--- config.mk ---
export PLATFORM = sky130hd
export DESIGN_NAME = adcc_ctrl
export DESIGN_NICKNAME = d
export VERILOG_FILES = /design/src/rtl/adcc_pkg.sv /design/src/rtl/adcc_edge.sv /design/src/rtl/adcc_format.sv /design/src/rtl/adcc_ctrl.sv
export SDC_FILE = /design/constraint.sdc
export NUM_CORES = 1
export LEC_CHECK = 0
export BUFFER_PORTS_ARGS = -buffer_cell sky130_fd_sc_hd__buf_4
export CAP_MARGIN = 15
export CELL_PAD_IN_SITES_DETAIL_PLACEMENT = 0
export CELL_PAD_IN_SITES_GLOBAL_PLACEMENT = 2
export CORE_UTILIZATION = 29
export DETAILED_ROUTE_END_ITERATION = 7
export MAX_ROUTING_LAYER = met4
export PLACE_DENSITY = 0.93
export SLEW_MARGIN = 15
export SYNTH_ARGS = -nofsm -noshare
export SYNTH_HDL_FRONTEND = slang
export SYNTH_SLANG_ARGS = --single-unit
--- constraint.sdc ---
create_clock -name clk -period 2.8 [get_ports clk]
set_clock_uncertainty 0.1 [all_clocks]
set_input_delay 0.56 -clock clk [delete_from_list [all_inputs] [get_ports clk]]
set_output_delay 0.56 -clock clk [all_outputs]
set_load 0.005 [all_outputs]
--- src/rtl/adcc_pkg.sv ---
/*
  Shared constants and types of the converter control block: register
  offset, field positions, reset value, trigger and format codes, the
  sequencer states and the bus and control carriers.
  Assumes a 16-bit register port with a small word address.
*/
package adcc_pkg;

  // ----------------------------------------------------------------
  // register map
  // ----------------------------------------------------------------
  localparam int ADDR_W = 4;
  localparam int DATA_W = 16;
  localparam logic [3:0] CTRL_ONE_OFFSET = 4'h0;
  localparam logic [15:0] CTRL_ONE_RESET = 16'h0000;

  // ----------------------------------------------------------------
  // field positions
  // ----------------------------------------------------------------
  localparam int BIT_ENABLE = 15;
  localparam int BIT_IDLE_STOP = 13;
  localparam int BIT_RESOLUTION = 10;
  localparam int BIT_FORMAT_LO = 8;
  localparam int BIT_SOURCE_LO = 5;
  localparam int BIT_SIMUL = 3;
  localparam int BIT_AUTO = 2;
  localparam int BIT_SAMPLING = 1;
  localparam int BIT_DONE = 0;

  // ----------------------------------------------------------------
  // codes
  // ----------------------------------------------------------------
  localparam logic [2:0] SRC_MANUAL = 3'h0;
  localparam logic [2:0] SRC_PIN = 3'h1;
  localparam logic [2:0] SRC_TIMER = 3'h2;
  localparam logic [2:0] SRC_COUNTER = 3'h7;
  localparam logic [1:0] FMT_INTEGER = 2'h0;
  localparam logic [1:0] FMT_SIGNED = 2'h1;

  // ----------------------------------------------------------------
  // timing
  // ----------------------------------------------------------------
  localparam int SAMPLE_CYCLES_DEFAULT = 3;

  // ----------------------------------------------------------------
  // types
  // ----------------------------------------------------------------
  typedef struct packed {
    logic [3:0] addr;
    logic [15:0] wdata;
    logic wr;
    logic rd;
  } adcc_bus_t;

  typedef struct packed {
    logic enable;
    logic idleStop;
    logic resolution;
    logic [1:0] format;
    logic [2:0] source;
    logic simul;
    logic autoStart;
  } adcc_ctrl_t;

  typedef enum logic [1:0] {
    ST_HOLD = 2'b00,
    ST_SAMPLE = 2'b01,
    ST_CONV = 2'b10
  } adcc_state_t;

endpackage

--- src/rtl/adcc_edge.sv ---
/*
  Edge detector turning a trigger level into a one-cycle event.
  Assumes the input is synchronous to clk.
*/
`timescale 1ns/10ps
module adcc_edge #(
  parameter bit RISING = 1'b1
) (
  input logic clk,
  input logic rst,
  input logic level,
  output logic pulse
);

  logic prev;

  always_ff @(posedge clk)
  begin
    if (rst)
      prev <= 1'b0;
    else
      prev <= level;
  end

  assign pulse = RISING ? (level & ~prev) : (~level & prev);

endmodule

--- src/rtl/adcc_format.sv ---
/*
  Result formatter: integer or signed presentation of a 10-bit or
  12-bit conversion result, registered.
  Assumes raw is valid in the cycle that inValid is high.
*/
`timescale 1ns/10ps
module adcc_format (
  input logic clk,
  input logic rst,
  input logic inValid,
  input logic [11:0] raw,
  input logic twelveBit,
  input logic [1:0] format,
  output logic [15:0] outData,
  output logic outValid
);
  import adcc_pkg::*;

  // ----------------------------------------------------------------
  // format selection
  // ----------------------------------------------------------------
  wire [15:0] intWord = twelveBit ? {4'h0, raw} : {6'h00, raw[9:0]};
  wire [15:0] sgnWord = twelveBit ? {{5{~raw[11]}}, raw[10:0]}
                                  : {{7{~raw[9]}}, raw[8:0]};
  wire isInt = format == FMT_INTEGER;
  wire isSgn = format == FMT_SIGNED;
  // reserved codes give zero
  wire [15:0] fmtWord = isInt ? intWord : (isSgn ? sgnWord : 16'h0000);

  always_ff @(posedge clk)
  begin
    if (rst)
    begin
      outData <= 16'h0000;
      outValid <= 1'b0;
    end
    else
    begin
      outValid <= inValid;
      if (inValid)
        outData <= fmtWord;
    end
  end
endmodule

--- src/rtl/adcc_ctrl.sv ---
/*
  Converter control block: the first control register of a successive
  approximation converter and the sample/convert sequencer it steers.
  Assumes a conversion engine that takes convStart with convChannel
  and answers with convDone and convResult, and trigger inputs that are
  synchronous to clk. Channel count comes from the second register.
*/
`timescale 1ns/10ps
module adcc_ctrl #(
  parameter int SAMPLE_CYCLES = adcc_pkg::SAMPLE_CYCLES_DEFAULT
) (
  input logic clk,
  input logic rst,
  input adcc_pkg::adcc_bus_t bus,
  output logic [15:0] rdata,
  input logic idleMode,
  input logic [1:0] channelCount,
  input logic timerCompare,
  input logic extPin,
  input logic convDone,
  input logic [11:0] convResult,
  output logic [3:0] sampleHold,
  output logic convStart,
  output logic [1:0] convChannel,
  output logic [15:0] resultData,
  output logic resultValid,
  output logic converterOn
);
  import adcc_pkg::*;

  localparam int CNT_W = $clog2(SAMPLE_CYCLES + 1);

  adcc_ctrl_t ctrl;
  adcc_state_t state;
  adcc_state_t next_state;
  logic done;
  logic [1:0] curCh;
  logic [CNT_W-1:0] sampleCnt;

  // ----------------------------------------------------------------
  // register decode
  // ----------------------------------------------------------------
  wire regSel = bus.addr == CTRL_ONE_OFFSET;
  wire wrCtrl = bus.wr & regSel;
  wire rdCtrl = bus.rd & regSel;
  wire wrSamplingOne = wrCtrl & bus.wdata[BIT_SAMPLING];
  wire wrSamplingZero = wrCtrl & ~bus.wdata[BIT_SAMPLING];
  wire wrDoneZero = wrCtrl & ~bus.wdata[BIT_DONE];
  // unimplemented in 12-bit mode: write keeps old value
  wire newSimul = ctrl.resolution ? ctrl.simul
                                  : bus.wdata[BIT_SIMUL];

  adcc_ctrl_t wrVal;
  assign wrVal = '{
    enable: bus.wdata[BIT_ENABLE],
    idleStop: bus.wdata[BIT_IDLE_STOP],
    resolution: bus.wdata[BIT_RESOLUTION],
    format: bus.wdata[BIT_FORMAT_LO +: 2],
    source: bus.wdata[BIT_SOURCE_LO +: 3],
    simul: newSimul,
    autoStart: bus.wdata[BIT_AUTO]
  };

  // ----------------------------------------------------------------
  // mode decode
  // ----------------------------------------------------------------
  wire run = ctrl.enable & ~(ctrl.idleStop & idleMode);
  wire simEff = ctrl.simul & ~ctrl.resolution;
  wire sampling = state == ST_SAMPLE;
  wire inConv = state == ST_CONV;

  // last channel index of the group
  wire [1:0] lastCh = ctrl.resolution ? 2'h0
                    : (channelCount[1] ? 2'h3
                    : (channelCount[0] ? 2'h1 : 2'h0));
  wire [3:0] chSel = (lastCh == 2'h3) ? 4'hF
                   : ((lastCh == 2'h1) ? 4'h3 : 4'h1);

  // ----------------------------------------------------------------
  // trigger sources
  // ----------------------------------------------------------------
  logic pinEvt;
  logic timerEvt;

  adcc_edge #(
    .RISING(1'b1)
  ) u_pin_edge (
    .clk(clk),
    .rst(rst),
    .level(extPin),
    .pulse(pinEvt)
  );

  adcc_edge #(
    .RISING(1'b1)
  ) u_timer_edge (
    .clk(clk),
    .rst(rst),
    .level(timerCompare),
    .pulse(timerEvt)
  );

  wire cntDone = sampleCnt == CNT_W'(SAMPLE_CYCLES - 1);
  wire srcManual = ctrl.source == SRC_MANUAL;
  wire srcPin = ctrl.source == SRC_PIN;
  wire srcTimer = ctrl.source == SRC_TIMER;
  wire srcCounter = ctrl.source == SRC_COUNTER;

  // reserved codes match none of the terms
  wire hwEnd = (srcCounter & cntDone)
             | (srcTimer & timerEvt)
             | (srcPin & pinEvt);
  wire swEnd = srcManual & wrSamplingZero;
  wire endSample = run & sampling & (hwEnd | swEnd);

  wire convAck = run & inConv & convDone & ~convStart;
  wire lastConv = convAck & (curCh == lastCh);
  wire next_convStart = endSample | (convAck & ~lastConv);

  // ----------------------------------------------------------------
  // sequencer
  // ----------------------------------------------------------------
  always_comb
  begin
    next_state = state;
    if (!run)
      next_state = ST_HOLD;
    else
    begin
      unique case (state)
        ST_HOLD:
          if (wrSamplingOne || ctrl.autoStart)
            next_state = ST_SAMPLE;
        ST_SAMPLE:
          if (endSample)
            next_state = ST_CONV;
        ST_CONV:
          if (lastConv)
            next_state = ctrl.autoStart ? ST_SAMPLE : ST_HOLD;
        default:
          next_state = ST_HOLD;
      endcase
    end
  end

  // set wins over a software clear in the same cycle
  wire next_done = lastConv ? 1'b1
                 : ((endSample | wrDoneZero) ? 1'b0 : done);

  wire [1:0] next_curCh = endSample ? 2'h0
                        : (convAck ? curCh + 2'h1 : curCh);

  wire countOn = run & sampling & srcCounter & ~endSample;
  wire [CNT_W-1:0] next_sampleCnt = countOn ? sampleCnt + CNT_W'(1)
                                            : '0;

  always_ff @(posedge clk)
  begin
    if (rst)
    begin
      ctrl <= '0;
      state <= ST_HOLD;
      done <= 1'b0;
      curCh <= 2'h0;
      sampleCnt <= '0;
      convStart <= 1'b0;
    end
    else
    begin
      if (wrCtrl)
        ctrl <= wrVal;
      state <= next_state;
      done <= next_done;
      curCh <= next_curCh;
      sampleCnt <= next_sampleCnt;
      convStart <= next_convStart;
    end
  end

  // ----------------------------------------------------------------
  // sample-and-hold control
  // ----------------------------------------------------------------
  // sequential: channels not yet converted keep tracking
  wire [3:0] aheadMask = 4'(4'hE << curCh);
  wire [3:0] seqTrack = (inConv & ~simEff) ? aheadMask : 4'h0;
  // simultaneous: all selected channels hold at the same edge
  assign sampleHold = chSel & ({4{sampling}} | seqTrack);
  assign convChannel = curCh;
  assign converterOn = run;

  // ----------------------------------------------------------------
  // result path
  // ----------------------------------------------------------------
  adcc_format u_format (
    .clk(clk),
    .rst(rst),
    .inValid(convAck),
    .raw(convResult),
    .twelveBit(ctrl.resolution),
    .format(ctrl.format),
    .outData(resultData),
    .outValid(resultValid)
  );

  // ----------------------------------------------------------------
  // read back
  // ----------------------------------------------------------------
  wire [15:0] readWord = {ctrl.enable, 1'b0, ctrl.idleStop, 2'b00,
                          ctrl.resolution, ctrl.format, ctrl.source,
                          1'b0, simEff, ctrl.autoStart, sampling, done};

  always_ff @(posedge clk)
  begin
    if (rst)
      rdata <= CTRL_ONE_RESET;
    else
      rdata <= rdCtrl ? readWord : 16'h0000;
  end
endmodule

==> results.sh <==
export IMPL_vias=1696
export IMPL_ctsLongestPathBuffers=2
export IMPL_irDropWorstVdd_mv=0.218
export IMPL_row_count=29
export IMPL_yosysUniqueCellTypes=44
export IMPL_fin_area_um2=2670
export IMPL_grt_pass1_wl_um=7920
export IMPL_slew_headroom_pct=65.1
export IMPL_synthArstFlopShare_pct=0
export IMPL_p_per_area_nw_per_um2=462
export IMPL_reg2reg_depth=4
export IMPL_p_leak_nw=1.07
export IMPL_core_um2=6490
export IMPL_path_clk_slew_ns=0.08
export IMPL_hold_buffers=0
export IMPL_dp_hpwl_um=3600
export IMPL_p_seq_share_pct=53.7
export IMPL_grt_pass1_vias=1586
export IMPL_critPathSlowestCell="dfxtp_1"
export IMPL_ys_warn_count=0
export IMPL_fin_crit_sh_pct=78.2
export IMPL_outcome="finished with violations"
export IMPL_grt_usage_pct=14.6
export IMPL_setup_viol=0
export IMPL_final_common_cell="buf_4"
export IMPL_swShare_pct=21.5
export IMPL_r2r_end="u_format.outData[11]"
export IMPL_grt_ovfl_total=0
export IMPL_p_int_mw=0.969
export IMPL_min_from="sampleCnt[0]"
export IMPL_drcViolationCount=4
export IMPL_antenna_found_initial=0
export IMPL_ys_ff_latch=46
export IMPL_fmax_mhz=457
export IMPL_setup_ws_ns=0.609
export IMPL_arrival_ns=1.53
export IMPL_grt_max_degree=32
export IMPL_crit_fanout=6
export IMPL_violations="DRC"
export IMPL_globalplace_congestion=0.750
export IMPL_cap_violations=0
export IMPL_clock_latency_ns=0.30
export IMPL_r2r_start="state[1]"
export IMPL_worst_pin_slew_ns=0.524
export IMPL_synth_edf_count=0
export IMPL_crit_chain="ha_1 -> or3_1 -> a21oi_1 -> buf_4"
export IMPL_cts_root_buf="clkbuf_8"
export IMPL_synth_top_flop_cell="dfxtp_1"
export IMPL_routed_wirelength_um=4890
export IMPL_cts_max_level=2
export IMPL_cts_setup_buffers=0
export IMPL_cp_start_kind="register"
export IMPL_vias_per_cell=4.63
export IMPL_initial_core_util_pct=30.7
export IMPL_ys_seq_area_share_pct=46.2
export IMPL_post_drt_wl_per_cell_um=13.4
export IMPL_die_h_um=84.9
export IMPL_ctsResizeCount=0
export IMPL_antenna_cells=0
export IMPL_port_buffers=74
export IMPL_min_path_type="reg -> reg"
export IMPL_crit_family="flip-flops"
export IMPL_placed_cells=358
export IMPL_rrSetupSlack_ns=1.13
export IMPL_fin_cells=366
export IMPL_whs_path_depth=1
export IMPL_die_x_um=84.9
export IMPL_rsz0062_at_grt="no"
export IMPL_fin_nets=333
export IMPL_most_common_layout_cells="buf_4, dfxtp_1, nand2_1"
export IMPL_end_kind="primary output"
export IMPL_min_to="sampleCnt[0]"
export IMPL_placed_area_um2=2560
export IMPL_max_stage_delay_ns=0.39
export IMPL_switchingPower_mw=0.265
export IMPL_finalMaxSlewViolations=0
export IMPL_pin_count=83
export IMPL_finalCriticalPeriod_ns=2.19
export IMPL_drt_first_pass_iters=6
export IMPL_crit_required_ns=2.14
export IMPL_ant_nets=0
export IMPL_cts_num_sinks=46
export IMPL_dieArea_um2=7210
export IMPL_synth_cells=221
export IMPL_cp_num_buf_inv=1
export IMPL_syn_area_per_cell_um2=9.02
export IMPL_pwr_share_comb_pct=6.2
export IMPL_hold_viol=0
export IMPL_power_frac_clock_pct=40.1
export IMPL_numCtsBuffers=5
export IMPL_dp_slack_ns=0.795
export IMPL_cts_tree="yes"
export IMPL_setup_worst_path_start="convChannel[0]"
export IMPL_dr_first_iter_drc_count=60
export IMPL_area_delta_synth_final_pct=33.9
export IMPL_tns_ns=0
export IMPL_synth_area_um2=1990
export IMPL_worst_setup_path_type="reg -> out"
export IMPL_drive_gt1_share_pct=31.5
worst reg2reg max path, cell delays in order (launching register included):
cell,delay (ns)
dfxtp_1,0.46
nand4bb_4,0.17
or2_1,0.44
a211o_1,0.32
a21oi_2,0.12
cell type report:
type                            count  area, um2
Sequential cell                    46        921
Inverter                           10       37.5
Timing Repair Buffer               75        563
Tap cell                           77       96.3
Clock buffer                        6       72.6
Clock inverter                      2       37.5
Fill cell                         666       3820
Multi-Input combinational cell    150        943
sequential cells by signal, indices dropped and copies added (netlist names):
register	count
u_format.outData	13
rdata	12
ctrl	10
convChannel	2
sampleCnt	2
state	2
convStart	1
done	1
u_format.outValid	1
u_pin_edge.prev	1
u_timer_edge.prev	1
cells in the mapped netlist (2+ instances only):
cell / instances / share of area [%]
buf_4: 8 / 3.0
dfxtp_1: 46 / 46
nand3_1: 2 / 0.50
nand3b_1: 10 / 3.8
nand4b_1: 2 / 0.88
nor2b_1: 2 / 0.63
a21oi_2: 2 / 0.88
nor3_1: 3 / 0.75
buf_2: 4 / 1.0
a211o_1: 3 / 1.3
nor2_1: 6 / 1.1
a31oi_1: 3 / 0.94
clkbuf_1: 5 / 0.94
ha_1: 3 / 1.9
nor3b_1: 3 / 1.1
nor4_1: 4 / 1.3
nand2b_1: 4 / 1.3
nand4_1: 2 / 0.63
and2_1: 12 / 3.8
nand2_1: 36 / 6.8
inv_1: 10 / 1.9
and3b_1: 2 / 0.88
mux2i_1: 4 / 2.0
a21oi_1: 25 / 6.3
routing by layer:
layer | up-vias | wire length (um) | track usage (%)
met3 | 6 | 211 | 3.21
met2 | 43 | 2240 | 22.3
li1 | 878 | - | -
met1 | 769 | 2360 | 18.9
met5 | - | 0 | -
met4 | 0 | 72 | 5.24
through the flow:
stage	hold WS [ns]	utilization, %	power (mW)
3_5_place_dp	0.311	39.4	0.755
2_1_floorplan	0.299	-	0.707
5_1_grt	0.336	41.1	1.28
3_3_place_gp	0.309	39.4	0.754
4_1_cts	0.323	41.1	1.25
6_report	0.321	41.1	1.23
worst max path at each step:
stage / to / depth (start not counted) / slack [ns]
after floorplan: sampleHold[3] / 3 / 1.09
after global placement: rdata[3] / 4 / 0.83
after detailed placement: rdata[3] / 4 / 0.80
after CTS: sampleHold[3] / 4 / 0.59
after global routing: sampleHold[3] / 4 / 0.53
final: sampleHold[3] / 4 / 0.61
logic make-up (layout without fill, tap and decap cells):
logic type / Yosys count / after routing / synth area share, %
DFF: 46 / 46 / 46.2
adders and majority gates: 3 / 3 / 1.88
xor gates and xnor gates: 1 / 1 / 0.439
and+or+nand+nor: 95 / 95 / 27.7
AOI/OAI and AO/OA: 43 / 43 / 14.6
other: 1 / 4 / 0.188
muxes: 4 / 4 / 2.01
buffers and inverters: 28 / 93 / 7.09
power groups by stage:
stage               logic [mW]  registers (mW)  clock network (mW)
finish                  0.0764           0.663               0.494
global route            0.0832           0.664               0.537
CTS                     0.0772           0.663               0.509
detailed placement      0.0769           0.678                   0
global placement        0.0763           0.678                   0
floorplan               0.0311           0.676                   0
(Power assumes the default switching activity.)
